[src/pkg/eesg_defines.svh]
// constants for the enclave extended-state guard
`ifndef EESG_DEFINES_SVH
`define EESG_DEFINES_SVH
`define EESG_MASK_W         64
`define EESG_MASK_LEGACY    64'h0000000000000003
`define EESG_MASK_LOW_ALL   2'h3
`define EESG_MASK_TOP_BIT   63
`define EESG_XCR_RESET      64'h0000000000000003
`define EESG_FRAME_W        32
`define EESG_SSM_OFFSET     16'h7EE0
`define EESG_SSM_BIT        1
`define EESG_MISC_W         32
`define EESG_CTL_RST_W      7
`endif

[src/pkg/eesg_pkg.sv]
// types for the enclave extended-state guard
package eesg_pkg;
  typedef enum logic [3:0] {
    EESG_OP_NONE,
    EESG_OP_CREATE,
    EESG_OP_ENTER,
    EESG_OP_RESUME,
    EESG_OP_LEAVE,
    EESG_OP_REPORT
  } eesg_op_t;
  typedef enum logic [1:0] {
    EESG_FAULT_NONE,
    EESG_FAULT_GP,
    EESG_FAULT_UD
  } eesg_fault_t;
  typedef enum {
    EESG_RUN,
    EESG_SAVE,
    EESG_SYNTH,
    EESG_HANDOFF
  } eesg_state_t;
endpackage

[src/logic/eesg_checks.sv]
// combinational fault checks for create, enter and resume
`timescale 1ns/100ps
`include "eesg_defines.svh"
module eesg_checks
  import eesg_pkg::*;
(
  input  wire logic [63:0] mask,
  input  wire logic [63:0] xcr,
  input  wire logic        save_support,
  input  wire logic        fx_en,
  input  wire logic        ext_en,
  input  wire logic        xcr_load_bad,
  input  wire logic        frame_small,
  input  wire logic [31:0] frame_size,
  input  wire logic        area_bad,
  output logic             create_bad,
  output logic             entry_bad,
  output logic             resume_bad
);
  logic low_bad;
  logic legacy;
  // mask low two bits must both be one
  assign low_bad = mask[1:0] != `EESG_MASK_LOW_ALL;
  assign legacy  = mask == `EESG_MASK_LEGACY;
  // creation checks differ on cores without save support
  always_comb begin
    create_bad = low_bad;
    if (!save_support) begin
      create_bad = create_bad | (|mask[63:2]) |
                   (frame_size == '0);
    end else begin
      create_bad = create_bad | xcr_load_bad |
                   mask[`EESG_MASK_TOP_BIT] | frame_small;
    end
  end
  // entry checks; resume adds bad save-area content
  always_comb begin
    entry_bad = !fx_en;
    if (save_support) begin
      entry_bad = entry_bad | (!ext_en && !legacy) |
                  ((mask & xcr) != mask);
    end
    resume_bad = entry_bad | area_bad;
  end
endmodule

[src/logic/eesg_guard.sv]
// enclave extended-state guard: op checks, register swap, async exits
`timescale 1ns/100ps
`include "eesg_defines.svh"
//
// Function
// - create faults with code zero unless mask low bits equal 3
// - without save support, create faults on upper mask bits or zero frame
// - with save support, create faults on bad load, bit 63, small frame
// - entry faults on fx disabled; with save support also on ext disabled non-legacy, mask not subset
// - resume applies the same fault conditions as entry
// - successful entry saves control register then loads mask
// - async exit saves state using mask as component bitmap
// - present bits outside mask are written zero on async exit
// - after save, restore control register and synthesize enabled state in the same cycle
// - resume faults on save area content a restore would reject
// - successful resume saves control register and loads mask
// - after resume the state in the requested mask is marked modified
// - leave does no checks, no synthesis, restores control register
// - report carries mask and misc select values
// - enclave instructions in management mode raise invalid opcode
// - management interrupt without dual monitor exits and sets map bit 1
// - with dual monitor, exit then monitor exit with interrupt flags
// - warm restart outside virtualization exits and reinitializes core
// - warm restart in virtualization root operation is blocked
// - warm restart in non-root exits then takes a VM exit
// - startup interrupt inside enclave discarded; enclave mode stays set
module eesg_guard
  import eesg_pkg::*;
(
  input  wire logic        ref_clk,
  input  wire logic        reset,
  input  wire logic        clk_en,
  input  wire logic        op_valid,
  input  wire eesg_op_t    op_code,
  input  wire logic        is_supervisor_insn,
  input  wire logic [63:0] requested_feature_mask,
  input  wire logic [31:0] misc_state_select,
  input  wire logic [31:0] save_frame_size,
  input  wire logic        frame_small,
  input  wire logic        xcr_load_bad,
  input  wire logic        area_bad,
  input  wire logic        save_support,
  input  wire logic        os_fx_save_enable,
  input  wire logic        os_ext_save_enable,
  input  wire logic        system_mgmt_mode,
  input  wire logic        dual_monitor,
  input  wire logic        vmx_root,
  input  wire logic        vmx_nonroot,
  input  wire logic        is_boot_core,
  input  wire logic        xcr_write,
  input  wire logic [63:0] xcr_write_data,
  input  wire logic        async_system_mgmt_interrupt,
  input  wire logic        async_warm_restart_signal,
  input  wire logic        async_startup_ipi,
  input  wire logic        save_state_modified,
  output logic             op_done,
  output eesg_fault_t      fault,
  output logic [15:0]      fault_code,
  output logic [63:0]      extended_control_reg,
  output logic             enclave_mode,
  output logic             save_pulse,
  output logic [63:0]      save_component_bitmap,
  output logic [63:0]      save_present_mask,
  output logic             save_wide_form,
  output logic             synth_pulse,
  output logic [63:0]      synth_bitmap,
  output logic [63:0]      modified_bitmap,
  output logic             report_valid,
  output logic [63:0]      report_feature_mask,
  output logic [31:0]      report_misc_select,
  output logic             mgmt_handler_go,
  output logic             ssm_interrupt_bit,
  output logic             monitor_exit,
  output logic             vm_exit,
  output logic             exit_enclave_flag,
  output logic             guest_enclave_flag,
  output logic             power_on_init,
  output logic             firmware_init,
  output logic             wait_for_startup,
  output logic             warm_restart_blocked,
  output logic             startup_dropped
);
  // ************************************************************
  // input synchronisers and internal state
  // ************************************************************
  logic [2:0]  sync_a;
  logic [2:0]  sync_b;
  logic [63:0] saved_xcr;
  logic [63:0] enc_mask;
  logic        enc_wide;
  logic        create_bad;
  logic        entry_bad;
  logic        resume_bad;
  logic        exit_smi;
  logic        exit_init;
  logic        ud_hit;
  eesg_state_t state;
  eesg_state_t next_state;

  // checks are pure logic so they settle before any register updates
  eesg_checks i_eesg_checks (
    .mask         (requested_feature_mask),
    .xcr          (extended_control_reg),
    .save_support (save_support),
    .fx_en        (os_fx_save_enable),
    .ext_en       (os_ext_save_enable),
    .xcr_load_bad (xcr_load_bad),
    .frame_small  (frame_small),
    .frame_size   (save_frame_size),
    .area_bad     (area_bad),
    .create_bad   (create_bad),
    .entry_bad    (entry_bad),
    .resume_bad   (resume_bad)
  );

  // two flops on each asynchronous event pin; only sync_b is read
  always_ff @(posedge ref_clk) begin
    if (reset) begin
      sync_a <= 3'h0;
      sync_b <= 3'h0;
    end else if (clk_en) begin
      sync_a <= {async_startup_ipi, async_warm_restart_signal,
                 async_system_mgmt_interrupt};
      sync_b <= sync_a;
    end
  end

  function automatic logic is_enclave_op(input eesg_op_t op);
    is_enclave_op = op != EESG_OP_NONE;
  endfunction

  // management mode forbids every enclave instruction
  assign ud_hit = op_valid && is_enclave_op(op_code) &&
                  system_mgmt_mode && state == EESG_RUN;
  // warm restart in root operation stays blocked, so no exit then
  assign exit_smi  = enclave_mode && sync_b[0];
  assign exit_init = enclave_mode && sync_b[1] && !vmx_root;

  // ************************************************************
  // operation handling and register swap
  // ************************************************************
  // a fault leaves control register and mode untouched
  always_ff @(posedge ref_clk) begin
    if (reset) begin
      op_done              <= 1'b0;
      fault                <= EESG_FAULT_NONE;
      fault_code           <= 16'h0000;
      extended_control_reg <= `EESG_XCR_RESET;
      saved_xcr            <= `EESG_XCR_RESET;
      enc_mask             <= `EESG_MASK_LEGACY;
      enc_wide             <= 1'b0;
      enclave_mode         <= 1'b0;
      report_valid         <= 1'b0;
      report_feature_mask  <= 64'h0000000000000000;
      report_misc_select   <= 32'h00000000;
    end else if (clk_en) begin
      op_done      <= 1'b0;
      fault        <= EESG_FAULT_NONE;
      fault_code   <= 16'h0000;
      report_valid <= 1'b0;
      if (state == EESG_SYNTH) begin
        extended_control_reg <= saved_xcr;
        enclave_mode         <= 1'b0;
      end else if (ud_hit) begin
        op_done <= 1'b1;
        fault   <= EESG_FAULT_UD;
      end else if (op_valid && state == EESG_RUN) begin
        op_done <= 1'b1;
        unique case (op_code)
          EESG_OP_CREATE: begin
            if (create_bad) begin
              fault <= EESG_FAULT_GP;
            end else begin
              enc_mask <= requested_feature_mask;
              enc_wide <= is_supervisor_insn;
            end
          end
          EESG_OP_ENTER, EESG_OP_RESUME: begin
            if ((op_code == EESG_OP_ENTER) ? entry_bad : resume_bad) begin
              fault <= EESG_FAULT_GP;
            end else begin
              saved_xcr            <= extended_control_reg;
              extended_control_reg <= requested_feature_mask;
              enc_mask             <= requested_feature_mask;
              enclave_mode         <= 1'b1;
            end
          end
          EESG_OP_LEAVE: begin
            if (enclave_mode) begin
              extended_control_reg <= saved_xcr;
              enclave_mode         <= 1'b0;
            end
          end
          EESG_OP_REPORT: begin
            report_valid        <= 1'b1;
            report_feature_mask <= enc_mask;
            report_misc_select  <= misc_state_select;
          end
          EESG_OP_NONE: begin
            op_done <= 1'b0;
          end
        endcase
      end else if (xcr_write && !enclave_mode) begin
        extended_control_reg <= xcr_write_data;
      end
    end
  end

  // ************************************************************
  // asynchronous exit sequencing
  // ************************************************************
  always_comb begin
    next_state = state;
    unique case (state)
      EESG_RUN:     if (exit_smi || exit_init) next_state = EESG_SAVE;
      EESG_SAVE:    next_state = EESG_SYNTH;
      EESG_SYNTH:   next_state = EESG_HANDOFF;
      EESG_HANDOFF: next_state = EESG_RUN;
    endcase
  end

  always_ff @(posedge ref_clk) begin
    if (reset) begin
      state <= EESG_RUN;
    end else if (clk_en) begin
      state <= next_state;
    end
  end

  // remembers which event caused the exit, for the handoff step
  logic cause_smi;
  always_ff @(posedge ref_clk) begin
    if (reset) begin
      cause_smi <= 1'b0;
    end else if (clk_en && state == EESG_RUN && exit_smi) begin
      cause_smi <= 1'b1;
    end else if (clk_en && state == EESG_RUN) begin
      cause_smi <= 1'b0;
    end
  end

  // save, synthesis and modified-state outputs
  always_ff @(posedge ref_clk) begin
    if (reset) begin
      save_pulse            <= 1'b0;
      save_component_bitmap <= 64'h0000000000000000;
      save_present_mask     <= 64'h0000000000000000;
      save_wide_form        <= 1'b0;
      synth_pulse           <= 1'b0;
      synth_bitmap          <= 64'h0000000000000000;
      modified_bitmap       <= 64'h0000000000000000;
    end else if (clk_en) begin
      save_pulse  <= state == EESG_SAVE;
      synth_pulse <= state == EESG_SYNTH;
      if (state == EESG_SAVE) begin
        save_component_bitmap <= enc_mask;
        save_wide_form        <= enc_wide;
        // an untouched image is still initial, so its bits may read zero
        save_present_mask <= save_state_modified ? enc_mask
                             : 64'h0000000000000000;
      end
      if (state == EESG_SYNTH) begin
        synth_bitmap <= enc_mask;
      end
      if (op_valid && op_code == EESG_OP_RESUME && !resume_bad &&
          !ud_hit && state == EESG_RUN) begin
        modified_bitmap <= requested_feature_mask;
      end
    end
  end

  // handoff to management handler, monitor or reset flow
  always_ff @(posedge ref_clk) begin
    if (reset) begin
      mgmt_handler_go      <= 1'b0;
      ssm_interrupt_bit    <= 1'b0;
      monitor_exit         <= 1'b0;
      vm_exit              <= 1'b0;
      exit_enclave_flag    <= 1'b0;
      guest_enclave_flag   <= 1'b0;
      power_on_init        <= 1'b0;
      firmware_init        <= 1'b0;
      wait_for_startup     <= 1'b0;
      warm_restart_blocked <= 1'b0;
      startup_dropped      <= 1'b0;
    end else if (clk_en) begin
      mgmt_handler_go    <= 1'b0;
      monitor_exit       <= 1'b0;
      vm_exit            <= 1'b0;
      exit_enclave_flag  <= 1'b0;
      guest_enclave_flag <= 1'b0;
      power_on_init      <= 1'b0;
      firmware_init      <= 1'b0;
      wait_for_startup   <= wait_for_startup & !sync_b[2];
      warm_restart_blocked <= enclave_mode && sync_b[1] && vmx_root;
      startup_dropped      <= enclave_mode && sync_b[2];
      if (state == EESG_HANDOFF) begin
        if (cause_smi && !dual_monitor) begin
          mgmt_handler_go   <= 1'b1;
          ssm_interrupt_bit <= 1'b1;
        end else if (cause_smi) begin
          monitor_exit       <= 1'b1;
          exit_enclave_flag  <= 1'b1;
          guest_enclave_flag <= 1'b1;
        end else if (vmx_nonroot) begin
          vm_exit           <= 1'b1;
          exit_enclave_flag <= 1'b1;
        end else begin
          power_on_init    <= 1'b1;
          firmware_init    <= is_boot_core;
          wait_for_startup <= !is_boot_core;
        end
      end else if (mgmt_handler_go) begin
        ssm_interrupt_bit <= 1'b0;
      end
    end
  end
endmodule

[config.mk]
export PLATFORM = sky130hd
export DESIGN_NAME = eesg_guard
export DESIGN_NICKNAME = d
export VERILOG_FILES = /design/src/pkg/eesg_pkg.sv /design/src/logic/eesg_checks.sv /design/src/logic/eesg_guard.sv
export VERILOG_INCLUDE_DIRS = /design/src /design/src/pkg
export SDC_FILE = /design/constraint.sdc
export NUM_CORES = 1
export LEC_CHECK = 0
export BUFFER_PORTS_ARGS = -buffer_cell sky130_fd_sc_hd__buf_4
export CORE_AREA = 2 2 256 258
export CTS_CLUSTER_DIAMETER = 40
export DETAILED_ROUTE_END_ITERATION = 8
export DIE_AREA = 0 0 258 260
export GPL_TIMING_DRIVEN = 1
export PLACE_DENSITY = 0.63
export SETUP_SLACK_MARGIN = 0.1
export SLEW_MARGIN = 40
export SYNTH_ARGS = -nofsm -noshare
export SYNTH_HDL_FRONTEND = slang
export SYNTH_SLANG_ARGS = --single-unit
[constraint.sdc]
create_clock -name ref_clk -period 5.6 [get_ports ref_clk]
set_input_delay 0.28 -clock ref_clk [delete_from_list [all_inputs] [get_ports ref_clk]]
set_output_delay 0.28 -clock ref_clk [all_outputs]
set_load 0.01 [all_outputs]
==> results.py, run 1 <==
metrics = {
    "status": {
        "status": "finished clean",
    },
    "cts": {
        "clockBufferDepth": 3,
        "clkLatencyLatePin_ns": 0.64,
        "cts.clk_slew.worst_paths_ns": 0.05,
        "htree_levels": 3,
        "clock-sinks": 572,
        "cts_made_buffers": 95,
        "cts_tree": "built",
        "root_buffer": "clkbuf_16",
    },
    "timing": {
        "rsz0062_at_grt": "false",
        "final.setup_skew_ns": 0.0350,
        "maxSlewViolCount": 0,
        "relSlewSlack": 0.417,
        "tns_ns": 0,
        "fin_crit_sh": 0.636,
        "worst_pin_slew_ns": 0.866,
        "hold_viol": 0,
        "setup_viol": 0,
        "max_clock_freq_mhz": 281,
        "min_period_ns": 3.56,
    },
    "finish": {
        "layout_commonest_cell": "buf_4",
        "final_cell_mix": "668 x buf_4, 572 x dfxtp_1, 524 x nand2_1",
        "syn_to_final_growth_pct": 40.0,
        "layout-drive-gt1-share": 0.260,
        "fin_nets": 3483,
        "utilization": 0.508,
        "n_fill_cell": 6045,
    },
    "worst_setup_path": {
        "startpoint": "extended_control_reg[6]",
        "rrSetupSlack_ns": 2.04,
        "worstSetupPathType": "reg2reg",
        "crit_family": "simple AND/OR/NAND/NOR gates",
        "r2r_start": "extended_control_reg[6]",
        "critPathBufInv": 1,
        "crit_fanout": 35,
        "worstSetupEndpointType": "flop",
        "cp_cell_sequence": "nor2b_1 > a2111oi_1 > and4_1 > nand4_1 > a21oi_1 > nand3_4 > buf_4 > mux2i_1",
        "cp.required_ns": 6.07,
        "startpoint_type": "flop",
        "critical-path-slowest-cell": "a2111oi_1",
        "arrival_ns": 4.03,
        "critPathMaxStageDelay_ns": 0.79,
    },
    "route": {
        "drtIter0Drc": 1980,
        "post-route-drc-count": 0,
        "routed_wl_um": 91300,
        "drtAntennaViolNets": 0,
        "drt_first_pass_iters": 5,
        "vias": 21800,
        "wl_per_cell_um": 21.8,
        "viasPerCell": 5.19,
    },
    "floorplanning": {
        "start_util": 0.363,
        "io-pin-count": 668,
        "coreArea_mm2": 0.0641,
        "rows": 93,
        "die_h_um": 260,
        "die-area_mm2": 0.0671,
        "die_x_um": 258,
    },
    "flow_run": {
        "drv_cap": 0,
    },
    "synthesis": {
        "synth_top_area_share": 0.493,
        "ys_ff_latch": 572,
        "synthCells": 2656,
        "synth_area_leaders": "dfxtp_1 49%, mux2i_1 8.7%, nand2_1 8.5%",
        "async_flop_share": 0,
        "synth_cell_type_count": 53,
        "synth_edf_count": 0,
        "synth_top_area_cell": "dfxtp_1",
        "synth_area_mm2": 0.0232,
        "synth_seq_area_share": 0.493,
        "ys.flop_type": "dfxtp_1",
        "syn_avg_cell_area_um2": 8.75,
        "yosysWarningCount": 0,
    },
    "grt": {
        "grt_pass1_vias": 20500,
        "grt_max_degree": 189,
        "grtUsageTotal": 0.258,
        "grt_overflow": 0,
        "antenna_found_initial": 1,
        "grt_pass1_wl_um": 132000,
    },
    "place": {
        "gp_congestion": 0.902,
        "port_buffers": 651,
        "hpwl_um": 62900,
    },
    "hold_path": {
        "min_from": "requested_feature_mask[1]",
        "hp-class": "in2reg",
    },
    "power_and_ir_drop": {
        "p_leak_nw": 12.9,
        "irDropWorstVdd_mv": 0.248,
        "power_density_mw_per_mm2": 335,
    },
}
power by group:
group | total (mW) | internal (mW) | switching [mW]
Clock | 6.11 | 3.94 | 2.16
Combinational | 0.665 | 0.289 | 0.376
Sequential | 4.15 | 4.11 | 0.0392
Total | 10.9 | 8.34 | 2.58
cells by family after synthesis:
kind of cell	synth area share
compound gates	0.144
fa+ha+maj	0.00269
buf+inv	0.0488
flops	0.493
mux	0.0870
other cells	0.000161
simple gates	0.224
per-layer routing:
metal | share of wire | track usage | vias to the layer above
met2 | 0.45 | 0.399 | 940
met3 | 0.082 | 0.0589 | 172
met1 | 0.43 | 0.345 | 10300
met4 | 0.040 | 0.112 | 0
met5 | 0 | 0 | -
li1 | - | - | 10400
area by class of cell:
| type | instances | area [um^2] | area share |
|---|---|---|---|
| Timing Repair Buffer | 732 | 5760 | 0.177 |
| Clock buffer | 116 | 2610 | 0.0801 |
| Inverter | 23 | 86.3 | 0.00265 |
| Clock inverter | 56 | 762 | 0.0234 |
| Sequential cell | 572 | 11500 | 0.352 |
| Antenna cell | 4 | 10.0 | 0.000308 |
| Tap cell | 855 | 1070 | 0.0329 |
| Multi-Input combinational cell | 1837 | 10800 | 0.332 |
synthesized netlist by cell type (all sizes together), types with 2 or more instances:
master and count:
and4 6, and2 4, nor2 97, nand4 10
o211ai 3, clkbuf 174, dfxtp 572, o41ai 5
a211oi 2, o22ai 62, or4 7, o2111ai 4
a2111oi 13, nand4b 54, mux2i 201, nor3b 2
o31ai 59, ha 5, a21oi 309, nand2 527
nand2b 213, buf 65, nor4 24, a31oi 3
nor2b 39, o21ai 7, nand3 69, inv 23
nor3 13, a21boi 2, o22a 66
metrics by stage:
step	std cells	power [mW]	hold WS (ns)	instance area, um^2	setup WS (ns)
floorplan	2671	4.52	0.416	23300	3.25
global placement	3964	4.85	0.439	28600	1.73
detailed placement	3965	4.85	0.445	28600	1.91
CTS	4189	11.0	0.00234	32500	2.00
global route	4192	11.2	0.0300	32500	1.85
finish	4195	10.9	0.0431	32500	2.04
worst register-to-register path: stages (launching register included):
cell and delay, ns:
dfxtp_1 0.38, nor2b_1 0.07, a2111oi_1 0.79, and4_1 0.33, nand4_1 0.22, a21oi_1 0.32
nand3_4 0.52, buf_4 0.55, mux2i_1 0.21
path summary, 6_finish.rpt:
| check | to | cells after the start |
|---|---|---|
| hold reg to reg | save_present_mask[55] | 2 |
| hold / removal | modified_bitmap[1] | 3 |
| setup reg to reg | modified_bitmap[32] | 8 |
| setup / recovery | modified_bitmap[32] | 8 |
repair_timing:
item / CTS / global route
gates resized for setup: 0 / 0
endpoints found under the setup margin: 0 / 0
hold buffers: 52 / 0
setup buffers: 0 / 0
endpoints found under the hold margin: 61 / 0
(Power assumes the default switching activity.)
==> run 2: changes to the inputs <==
- ABC_AREA: unset -> 1
- CORE_AREA: 2 2 256 258 -> 2 2 257 259
- DIE_AREA: 0 0 258 260 -> 0 0 259 261
- PLACE_DENSITY: 0.63 -> 0.66
- clock period: 5.6 -> 2.9 ns (I/O delays scaled with it)
==> run 2 against run 1 <==
Compared with the run above:
- global-route usage is 0.95 points higher
- via count is 16% higher
- highest routed layer unchanged
- combinational power grew to 4.5 times the previous value
- non-clock buffer count is 162 higher
==> results.py, run 2 <==
metrics = {
    "floorplanning": {
        "die_x_um": 259,
        "rows": 94,
        "io-pin-count": 668,
        "die_h_um": 261,
        "coreArea_mm2": 0.0650,
        "start_util": 0.367,
        "die-area_mm2": 0.0676,
    },
    "route": {
        "drtAntennaViolNets": 0,
        "drt_first_pass_iters": 6,
        "wl_per_cell_um": 18.9,
        "post-route-drc-count": 0,
        "drtIter0Drc": 2113,
        "vias": 25300,
        "viasPerCell": 4.97,
        "routed_wl_um": 96300,
    },
    "grt": {
        "antenna_found_initial": 2,
        "grt_pass1_wl_um": 140000,
        "met1_usage": 0.362,
        "grt_max_degree": 163,
        "grt_overflow": 0,
        "met2_usage": 0.407,
        "grt_pass1_vias": 23100,
        "busiest_layer": "met2",
        "grtUsageTotal": 0.268,
        "met3_usage": 0.0612,
    },
    "status": {
        "status": "finished clean",
    },
    "hold_path": {
        "hp-class": "in2reg",
        "whs_endpoint": "enc_wide",
        "min_path_cells": 5,
        "min_from": "save_support",
    },
    "place": {
        "gp_congestion": 0.879,
        "port_buffers": 651,
        "dp_slack_ns": 0.226,
        "hpwl_um": 65300,
        "placed_area_mm2": 0.0296,
        "dp.cells": 4722,
    },
    "cts": {
        "cts.clk_slew.worst_paths_ns": 0.06,
        "root_buffer": "clkbuf_16",
        "cts_made_buffers": 92,
        "htree_levels": 3,
        "clock-sinks": 572,
        "clockBufferDepth": 3,
        "cts_tree": "built",
        "clkLatencyLatePin_ns": 0.64,
    },
    "synthesis": {
        "yosysWarningCount": 0,
        "synth_area_mm2": 0.0239,
        "async_flop_share": 0,
        "synth_edf_count": 0,
        "synthTopCellsByCount": "648 x nand2_1, 572 x dfxtp_1, 511 x nor2_1",
        "ys_ff_latch": 572,
        "synth_top_area_share": 0.480,
        "ys.flop_type": "dfxtp_1",
        "synth_seq_area_share": 0.480,
        "synth_top_area_cell": "dfxtp_1",
        "syn_avg_cell_area_um2": 7.04,
        "synthCells": 3390,
        "synth_cell_type_count": 34,
        "synth_area_leaders": "dfxtp_1 48%, nand2_1 10%, a21oi_1 9.3%",
        "synth_most_common_cell": "nand2_1",
    },
    "finish": {
        "layout_commonest_cell": "buf_4",
        "fin_nets": 4360,
        "seqCellArea_mm2": 0.0115,
        "utilization": 0.537,
        "n_fill_cell": 6164,
        "final_cell_mix": "678 x buf_4, 644 x nand2_1, 572 x dfxtp_1",
        "fin_area_mm2": 0.0349,
        "multi_input_comb_area_mm2": 0.00980,
        "instances_no_fill": 5084,
        "layout-drive-gt1-share": 0.214,
        "syn_to_final_growth_pct": 46.3,
    },
    "power_and_ir_drop": {
        "p_sw_mw": 6.37,
        "power.total_mw": 23.0,
        "clkPwrFrac": 0.504,
        "p_leak_nw": 15.6,
        "switching_share": 0.276,
        "combPwrFrac": 0.130,
        "power_density_mw_per_mm2": 660,
        "irDropWorstVdd_mv": 0.546,
        "power.internal_mw": 16.7,
        "pwr-share-seq": 0.365,
    },
    "timing": {
        "maxSlewViolCount": 0,
        "worst_slack_ns": 0.254,
        "rsz0062_at_grt": "true",
        "max_clock_freq_mhz": 378,
        "holdWs_ns": 0.0712,
        "relSlewSlack": 0.464,
        "hold_viol": 0,
        "final.setup_skew_ns": 0.0398,
        "worst_pin_slew_ns": 0.805,
        "setup_viol": 0,
        "fin_crit_sh": 0.913,
        "min_period_ns": 2.65,
        "tns_ns": 0,
    },
    "worst_setup_path": {
        "arrival_ns": 3.18,
        "critical-path-slowest-cell": "dlygate4sd3_1",
        "worstSetupEndpointType": "flop",
        "critPathMaxStageDelay_ns": 0.56,
        "cp_cell_sequence": "dlygate4sd3_1 > buf_4 > nor2_1 > dlygate4sd3_1 > nand2_1 > nand3_1 > nand3_1 > nor2_4 > inv_2 > nor3_4 > buf_12 > nand4_1 > nand2_1 > nor2_1",
        "r2r-end": "saved_xcr[20]",
        "cp.required_ns": 3.43,
        "worstSetupPathType": "in2reg",
        "reg2regPathDepth": 15,
        "rrSetupSlack_ns": 0.29,
        "r2r_start": "extended_control_reg[29]",
        "crit_fanout": 62,
        "startpoint_type": "input pin",
    },
    "flow_run": {
        "drv_cap": 0,
    },
}
## run 2: cell count changes after synthesis, sizes merged, moves of 59 or more
| cell | before | now |
|---|---|---|
| o21ai | 7 | 191 |
| o22a | 66 | 0 |
| nand2b | 213 | 0 |
| inv | 23 | 426 |
| o31ai | 59 | 0 |
| nand3 | 69 | 163 |
| mux2i | 201 | 0 |
| nor2 | 97 | 514 |
| nand4 | 10 | 70 |
| a21oi | 309 | 443 |
| nand2 | 527 | 648 |
## run 2: critical path: cells and delay by family
family,cells,cell delay [ns]
buf+inv,5,1.64
simple gates,9,1.36
## run 2: worst max-delay path by stage
| stage | from | to | slack, ns | depth (start not counted) |
|---|---|---|---|---|
| 2_1_floorplan | state[0] | extended_control_reg[14] | 0.85 | 12 |
| 3_3_place_gp | extended_control_reg[22] | enc_mask[48] | 0.23 | 16 |
| 3_5_place_dp | extended_control_reg[29] | enc_mask[48] | 0.23 | 16 |
| 4_1_cts | extended_control_reg[29] | enc_mask[48] | 0.21 | 16 |
| 5_1_grt | extended_control_reg[60] | saved_xcr[9] | 0.06 | 16 |
| 6_report | op_code[2] | enc_mask[48] | 0.25 | 14 |
## run 2: cell families (layout without fill, tap and decap cells)
family / after synthesis / after routing / synth area share
and+or+nand+nor: 1424 / 1424 / 0.245
AOI/OAI and AO/OA: 706 / 706 / 0.158
buffers and inverters: 682 / 1494 / 0.115
DFF: 572 / 572 / 0.480
adders and majority gates: 5 / 5 / 0.00262
other: 1 / 19 / 0.000157
## run 2: layout make-up
class	instances	share of cell area
Antenna cell	3	0.000215
Clock buffer	108	0.0703
Clock inverter	65	0.0253
Inverter	427	0.0463
Multi-Input combinational cell	2151	0.281
Sequential cell	572	0.328
Tap cell	864	0.0310
Timing Repair Buffer	894	0.218
## run 2: power groups by stage
| stage | combinational (mW) | sequential [mW] | clock (mW) |
|---|---|---|---|
| finish | 3.01 | 8.42 | 11.6 |
| global route | 3.26 | 8.44 | 12.1 |
| CTS | 2.95 | 8.41 | 11.8 |
| floorplan | 1.37 | 8.59 | 0 |
| detailed placement | 2.74 | 8.57 | 0 |
| global placement | 2.73 | 8.56 | 0 |
## run 2: what timing repair did
action / CTS / global route
hold buffers: 178 / 1
endpoints found under the setup margin: 0 / 98
buffers inserted: 0 / 2
gates resized for setup: 0 / 5
endpoints found under the hold margin: 210 / 32
## run 2: per-layer routing
layer / routed length [um] / part of all wire
met3: 7800 / 0.081
met4: 4050 / 0.042
met1: 41800 / 0.43
met5: 0 / 0
met2: 42600 / 0.44
